<file path="config.mk">
export PLATFORM = sky130hd
export DESIGN_NAME = srm_core
export DESIGN_NICKNAME = d
export VERILOG_FILES = /design/src/rtl/srm_pkg.sv /design/src/rtl/srm_core.sv /design/src/rtl/srm_decode.sv
export SDC_FILE = /design/constraint.sdc
export NUM_CORES = 1
export LEC_CHECK = 0
export BUFFER_PORTS_ARGS = -buffer_cell sky130_fd_sc_hd__buf_4
export CAP_MARGIN = 20
export CORE_UTILIZATION = 32
export CTS_BUF_LIST = sky130_fd_sc_hd__clkbuf_4 sky130_fd_sc_hd__clkbuf_8
export CTS_CLUSTER_DIAMETER = 120
export DETAILED_ROUTE_END_ITERATION = 12
export GPL_TIMING_DRIVEN = 0
export PLACE_DENSITY = 0.45
export SLEW_MARGIN = 20
export SYNTH_ARGS = -nofsm -noshare
export SYNTH_HDL_FRONTEND = slang
export SYNTH_HIERARCHICAL = 1
export SYNTH_SLANG_ARGS = --single-unit
</file>
<file path="constraint.sdc">
create_clock -name mclk -period 8.2 [get_ports mclk]
set_input_delay 1.23 -clock mclk [delete_from_list [all_inputs] [get_ports mclk]]
set_output_delay 1.23 -clock mclk [all_outputs]
set_load 0.02 [all_outputs]
</file>
<file path="src/rtl/srm_pkg.sv">
package srm_pkg;

    // ****************************************************************
    // Instruction word layout
    // ****************************************************************

    localparam int INSTR_W = 16;
    localparam int ADDR_W = 7;
    localparam int NIB_W = 4;
    localparam int MEM_DEPTH = 128;

    // Opcode patterns, left aligned in the 16-bit word.
    localparam logic [8:0] OPC_WAKE_LOW = 9'h092;
    localparam logic [8:0] OPC_PORT_CHG = 9'h09e;
    localparam logic [9:0] OPC_READ_PAGE = 10'h17f;
    localparam logic [7:0] OPC_WRITE_PAGE = 8'h5d;
    localparam logic [3:0] OPC_MOVE_WORK = 4'h7;

    // The high-nibble opcode is not fixed by the table; it is a free parameter.
    localparam logic [8:0] OPC_WAKE_HIGH = 9'h093;

    // Bit positions inside the wake-cause result nibbles.
    localparam int WL_DIV0_BIT = 0;
    localparam int WL_TMR0_BIT = 1;
    localparam int WL_PORT_BIT = 2;
    localparam int WH_DIV1_BIT = 0;
    localparam int WH_TMR1_BIT = 1;

    localparam logic [3:0] NIB_ZERO = 4'h0;
    localparam logic [2:0] FLAG_ZERO = 3'h0;

    // Source selection for the moved nibble.
    typedef enum logic [2:0] {
        SRC_NONE = 3'b000,
        SRC_WAKE_LOW = 3'b001,
        SRC_WAKE_HIGH = 3'b010,
        SRC_PAGE = 3'b011,
        SRC_PORT = 3'b100,
        SRC_WORK = 3'b101,
        SRC_PAGE_WR = 3'b110
    } srm_src_t;

    // Wake-cause event pulses from the divider, timer and port logic.
    typedef struct packed {
        logic div0_ovf;
        logic tmr0_udf;
        logic port_chg;
        logic div1_ovf;
        logic tmr1_udf;
    } srm_wake_t;

    // Result of one move: data memory write enable, address and data.
    typedef struct packed {
        logic wr_en;
        logic [6:0] wr_addr;
        logic [3:0] wr_data;
    } srm_memwr_t;

endpackage

</file>
<file path="src/rtl/srm_core.sv">
`timescale 1ns/1ns
// How it works
// RQ1: Low wake op copies flags 0-3.
// RQ2: High wake op copies flags 4-7.
// RQ3: Low bit 0 marks divider 0 wake.
// RQ4: Low bit 1 marks timer 0 wake.
// RQ5: Low bit 2 marks port wake.
// RQ6: High bit 0 marks divider 1 wake.
// RQ7: High bit 1 marks timer 1 wake.
// RQ8: Read page op copies page register.
// RQ9: Port change op copies change flags.
// RQ10: Change flag set when its pin changed.
// RQ11: Working move copies selected working register.
// RQ12: Every move updates the zero flag.
// RQ13: Page register loaded by write-page op.
// RQ14: Reserved wake bits read as zero.
module srm_core import srm_pkg::*; (
    input wire logic mclk, // Core clock.
    input wire logic rst, // Synchronous reset, active high.
    input wire logic instr_valid, // One machine cycle of instruction issue.
    input wire logic [15:0] instr, // Instruction word.
    input wire srm_wake_t wake_evt, // Wake-cause event pulses, same clock.
    input wire logic wake_clr, // Clears wake-cause flags on halt entry.
    input wire logic [3:0] port_pins, // Wake input port pins, asynchronous.
    input wire logic port_chg_clr, // Clears the port change flags.
    input wire logic [3:0] mem_rdata, // Data memory nibble at the address field.
    output logic [3:0] acc, // Accumulator.
    output logic zero_flag, // Zero flag.
    output srm_memwr_t mem_wr, // Data memory write request.
    output logic [3:0] page_out // Page register value.
);

    // ****************************************************************
    // Decode
    // ****************************************************************

    srm_src_t src;
    logic [6:0] addr;
    logic [3:0] wsel;

    srm_decode srm_decode_inst (
        .instr(instr),
        .src(src),
        .addr(addr),
        .wsel(wsel)
    );

    // ****************************************************************
    // State
    // ****************************************************************

    logic [2:0] wake_low_reg;
    logic [1:0] wake_high_reg;
    logic [3:0] pin_s1_reg, pin_s2_reg, pin_last_reg;
    logic [3:0] port_chg_reg;
    logic [3:0] page_reg;
    logic [3:0] work_reg [2**NIB_W];
    logic [3:0] acc_reg;
    logic zero_flag_reg;
    srm_memwr_t memwr_reg;

    wire issue = instr_valid && src != SRC_NONE;

    // Wake-cause nibbles; reserved positions are forced to zero.
    wire [3:0] wake_low_nib = {1'b0, wake_low_reg}; // RQ14
    wire [3:0] wake_high_nib = {2'b00, wake_high_reg}; // RQ14

    // Working registers are the first sixteen data memory nibbles, so a mirror is kept here.
    wire work_hit = addr[6:4] == FLAG_ZERO;

    // ****************************************************************
    // Source select
    // ****************************************************************

    logic [3:0] move_data;
    always_comb begin
        case (src)
            SRC_WAKE_LOW: move_data = wake_low_nib; // RQ1
            SRC_WAKE_HIGH: move_data = wake_high_nib; // RQ2
            SRC_PAGE: move_data = page_reg; // RQ8
            SRC_PORT: move_data = port_chg_reg; // RQ9
            SRC_WORK: move_data = work_reg[wsel]; // RQ11
            default: move_data = NIB_ZERO;
        endcase
    end

    wire moves_acc = issue && src != SRC_PAGE_WR;

    // ****************************************************************
    // Wake-cause flags
    // ****************************************************************

    // Sticky until the halt logic clears them; a new event in the clear cycle still sets.
    always_ff @(posedge mclk) begin
        if (rst) begin
            wake_low_reg <= FLAG_ZERO;
            wake_high_reg <= 2'b00;
        end else begin
            wake_low_reg[WL_DIV0_BIT] <= wake_evt.div0_ovf | (wake_low_reg[WL_DIV0_BIT] & ~wake_clr); // RQ3
            wake_low_reg[WL_TMR0_BIT] <= wake_evt.tmr0_udf | (wake_low_reg[WL_TMR0_BIT] & ~wake_clr); // RQ4
            wake_low_reg[WL_PORT_BIT] <= wake_evt.port_chg | (wake_low_reg[WL_PORT_BIT] & ~wake_clr); // RQ5
            wake_high_reg[WH_DIV1_BIT] <= wake_evt.div1_ovf | (wake_high_reg[WH_DIV1_BIT] & ~wake_clr); // RQ6
            wake_high_reg[WH_TMR1_BIT] <= wake_evt.tmr1_udf | (wake_high_reg[WH_TMR1_BIT] & ~wake_clr); // RQ7
        end
    end

    // ****************************************************************
    // Port change detection
    // ****************************************************************

    // Pins are synchronised first; the edge compare uses the second stage and its one-cycle delayed copy.
    always_ff @(posedge mclk) begin
        if (rst) begin
            pin_s1_reg <= NIB_ZERO;
            pin_s2_reg <= NIB_ZERO;
            pin_last_reg <= NIB_ZERO;
        end else begin
            pin_s1_reg <= port_pins;
            pin_s2_reg <= pin_s1_reg;
            pin_last_reg <= pin_s2_reg;
        end
    end

    genvar gi;
    generate
        for (gi = 0; gi < NIB_W; gi++) begin : g_chg
            // A change seen in the clear cycle wins over the clear.
            always_ff @(posedge mclk) begin
                if (rst) begin
                    port_chg_reg[gi] <= 1'b0;
                end else begin
                    port_chg_reg[gi] <= (pin_s2_reg[gi] ^ pin_last_reg[gi]) | (port_chg_reg[gi] & ~port_chg_clr); // RQ10
                end
            end
        end
    endgenerate

    // ****************************************************************
    // Page and working registers
    // ****************************************************************

    always_ff @(posedge mclk) begin
        if (rst) begin
            page_reg <= NIB_ZERO;
        end else if (issue && src == SRC_PAGE_WR) begin
            page_reg <= mem_rdata; // RQ13
        end
    end

    // The mirror follows every move into the working register area.
    always_ff @(posedge mclk) begin
        if (rst) begin
            for (int i = 0; i < 2**NIB_W; i++) begin
                work_reg[i] <= NIB_ZERO;
            end
        end else if (moves_acc && work_hit) begin
            work_reg[addr[3:0]] <= move_data; // RQ11
        end
    end

    // ****************************************************************
    // Accumulator, zero flag and memory write
    // ****************************************************************

    always_ff @(posedge mclk) begin
        if (rst) begin
            acc_reg <= NIB_ZERO;
            zero_flag_reg <= 1'b0;
            memwr_reg <= '0;
        end else begin
            memwr_reg.wr_en <= moves_acc; // RQ1
            memwr_reg.wr_addr <= addr;
            memwr_reg.wr_data <= move_data;
            if (moves_acc) begin
                acc_reg <= move_data;
                zero_flag_reg <= move_data == NIB_ZERO; // RQ12
            end
        end
    end

    assign acc = acc_reg;
    assign zero_flag = zero_flag_reg;
    assign mem_wr = memwr_reg;
    assign page_out = page_reg;

endmodule

</file>
<file path="src/rtl/srm_decode.sv">
`timescale 1ns/1ns
module srm_decode import srm_pkg::*; (
    input wire logic [15:0] instr, // Instruction word.
    output srm_src_t src, // Selected source.
    output logic [6:0] addr, // Data memory address field.
    output logic [3:0] wsel // Working register field.
);

    // ****************************************************************
    // Opcode match
    // ****************************************************************

    // Read-page, the longest pattern, is tested first, so read-page is never mistaken for write-page.
    wire is_page = instr[15:6] == OPC_READ_PAGE; // RQ8
    wire is_page_wr = instr[15:8] == OPC_WRITE_PAGE && !is_page; // RQ13
    wire is_low = instr[15:7] == OPC_WAKE_LOW; // RQ1
    wire is_high = instr[15:7] == OPC_WAKE_HIGH; // RQ2
    wire is_port = instr[15:7] == OPC_PORT_CHG; // RQ9
    wire is_work = instr[15:12] == OPC_MOVE_WORK; // RQ11

    assign src = is_page ? SRC_PAGE : is_page_wr ? SRC_PAGE_WR : is_low ? SRC_WAKE_LOW :
        is_high ? SRC_WAKE_HIGH : is_port ? SRC_PORT : is_work ? SRC_WORK : SRC_NONE;
    assign addr = instr[6:0];
    assign wsel = instr[10:7];

endmodule

</file>
==> flow_metrics.env <==
export IMPL_drt_iter0_markers=193
export IMPL_yosysSeqAreaShare=0.598
export IMPL_period_minus_slack_ns=4.18
export IMPL_grt_max_degree=17
export IMPL_synth_main_ff_cell="edfxtp_1"
export IMPL_routed_wl_um=11600
export IMPL_leakagePower_nw=2.05
export IMPL_worst_slew_pin_slew_ns=0.948
export IMPL_postSynthAreaPerCell_um2=11.7
export IMPL_synth_adder_area_share=0
export IMPL_drt_first_pass_iters=4
export IMPL_synth_compound_area_frac=0.0634
export IMPL_via_per_inst=4.86
export IMPL_hold_class="reg -> reg"
export IMPL_rsz0062_at_grt="no"
export IMPL_crit_path_max_incr_delay_ns=0.62
export IMPL_cp_slowest_cell="nor3_1"
export IMPL_port_buffers=48
export IMPL_maxCapViolCount=0
export IMPL_ant_nets=0
export IMPL_crit_family="simple AND/OR/NAND/NOR gates"
export IMPL_core_area_um2=14000
export IMPL_setup_viol=0
export IMPL_antenna_found_initial=0
export IMPL_die_w_um=122
export IMPL_fin_cells=637
export IMPL_synthToLayoutAreaGrowth_pct=17.2
export IMPL_ys_seq_elements=106
export IMPL_start_util=0.330
export IMPL_vias=3093
export IMPL_detailed_place_hpwl_um=8560
export IMPL_dpl_cell_count=621
export IMPL_yosys_area_share_simple=0.183
export IMPL_ir_drop_mv=0.0669
export IMPL_clk_insertion_delay_late_ns=0.38
export IMPL_drv_slew=0
export IMPL_syn_area_um2=4620
export IMPL_num_antenna_cells=0
export IMPL_root_buffer="clkbuf_8"
export IMPL_synthTopCellsByArea="edfxtp_1 42%, dfxtp_1 18%, nor2_1 7.6%, mux4_2 4.9%, nor2b_1 3.7%"
export IMPL_synth_top_area_cell="edfxtp_1"
export IMPL_synth_most_common_cell="nor2_1"
export IMPL_cp_required_ns=8.27
export IMPL_hold_viol_final=0
export IMPL_grt_pass1_vias=3039
export IMPL_gp_congestion=0.809
export IMPL_async_flop_share=0
export IMPL_rows=43
export IMPL_cts_setup_buffers=0
export IMPL_cts_resized=0
export IMPL_wire_per_inst_um=18.2
export IMPL_end_kind="flip-flop"
export IMPL_final_nets=486
export IMPL_layout_drive_gt1_share=0.223
export IMPL_cts_path_max_buffers=2
export IMPL_skew_ns=0.0116
export IMPL_fp_dieH_um=122
export IMPL_timing_final_ws_setup_ns=4.02
export IMPL_yosysTopAreaCellShare=0.416
export IMPL_synth_cell_types=51
export IMPL_arrival_ns=4.25
export IMPL_cp_cell_sequence="buf_4, or4b_1, a31oi_1, clkbuf_1, xor2_1, o2111ai_1, nor3_1, nand3_1, nand2_1"
export IMPL_critPathLaunchType="input port"
export IMPL_cp_max_fo=10
export IMPL_h_tree_depth=3
export IMPL_grt_overflow_total=0
export IMPL_synth_edf_count=64
export IMPL_cts_tree="built"
export IMPL_synthTopCellsByCount="93 x nor2_1, 64 x edfxtp_1, 42 x dfxtp_1, 34 x nand2_1, 27 x nor2b_1"
export IMPL_p_per_area_nw_per_um2=188
export IMPL_synthCells=393
export IMPL_fill_cells=1394
export IMPL_slew_headroom=0.368
export IMPL_synth_mux_area_frac=0.0992
export IMPL_drc=0
export IMPL_ctsHoldBuffers=0
export IMPL_synthXorXnorAreaFrac=0.00949
export IMPL_ios=55
export IMPL_path_buf_inv=2
export IMPL_critical_path_class="in -> reg"
export IMPL_largest_reg_flops=64
export IMPL_fmax_mhz=239
export IMPL_cts_sinks=106
export IMPL_status="finished clean"
export IMPL_finalCritPeriodShare=0.510
export IMPL_dieArea_um2=14900
export IMPL_cts_made_buffers=9
export IMPL_syn_nets=427
export IMPL_tns_ns=0
export IMPL_grt_pass1_wl_um=17600
export IMPL_yosysWarnings=6
export IMPL_path_clk_slew_ns=0.09
export IMPL_grt_util_all_layers=0.166
export IMPL_preCtsSetupSlack_ns=3.63
export IMPL_synth_top_family_by_area="simple AND/OR/NAND/NOR gates"
## stage by stage
step | hold slack (ns) | area, um2 | power, mW | util
2_1_floorplan | 0.414 | 4620 | 0.651 | -
5_1_grt | 0.470 | 5410 | 1.05 | 0.387
4_1_cts | 0.448 | 5410 | 1.03 | 0.387
6_report | 0.443 | 5410 | 1.01 | 0.387
3_5_place_dp | 0.425 | 5200 | 0.689 | 0.372
3_3_place_gp | 0.424 | 5200 | 0.688 | 0.372
## cell type report
class | instances | area, um2 | area share
multi-input combinational | 252 | 1640 | 0.303
clock buffer | 10 | 138 | 0.0254
tap | 180 | 225 | 0.0416
sequential | 106 | 2760 | 0.511
timing repair buffer | 48 | 360 | 0.0666
buffer | 29 | 191 | 0.0354
clock inverter | 6 | 71.3 | 0.0132
inverter | 6 | 22.5 | 0.00416
## kinds of logic after synthesis
kind of cell	after synthesis
multiplexers	28
AND/OR/NAND/NOR	184
XOR/XNOR	5
buffers and inverters	35
flip-flops	106
AO/OA/AOI/OAI	35
## layer usage
| layer | up-vias | wire (um) | track usage |
|---|---|---|---|
| met5 | - | 0 | 0 |
| met3 | 9 | 616 | 0.0356 |
| li1 | 1488 | - | - |
| met1 | 1506 | 5360 | 0.221 |
| met4 | 0 | 131 | 0.0549 |
| met2 | 90 | 5500 | 0.267 |
## cell usage in the layout, fill, tap and decap left out, types with 4 or more instances in the layout
cell type	instances
nor2_1	93
a21oi_1	10
buf_4	60
mux2i_1	12
nand2_1	34
clkbuf_8	10
clkbuf_1	10
nor2b_1	27
nand2b_1	4
nand3_1	6
inv_1	5
dfxtp_1	42
a211oi_1	4
xnor2_1	4
mux4_2	10
nor3_1	7
edfxtp_1	64
## path summary, 6_finish.rpt
path	slack (ns)	to	cells after the start	from
worst max-delay path	4.02	work_reg[11][1]	9	instr[9]
worst min-delay path	0.44	pin_s2_reg[0]	1	pin_s1_reg[0]
worst max register to register	5.58	work_reg[9][3]	6	work_reg[4][3]
worst min register to register	0.44	pin_s2_reg[0]	1	pin_s1_reg[0]
## worst reg2reg max path, stage by stage (launching register included)
cell and delay (ns):
edfxtp_1 0.40, nor2b_1 0.14, a2111oi_0 0.46, o31ai_1 0.21, a31oi_2 0.59, clkbuf_1 0.49, nor2_1 0.08
## report_power, final
part           total (mW)  switching, mW  internal, mW
clock               0.339          0.176         0.163
combinational      0.0869         0.0476        0.0393
sequential          0.589        0.00784         0.581
total                1.01          0.231         0.784
Note: power is estimated with default switching activity, not from simulation.
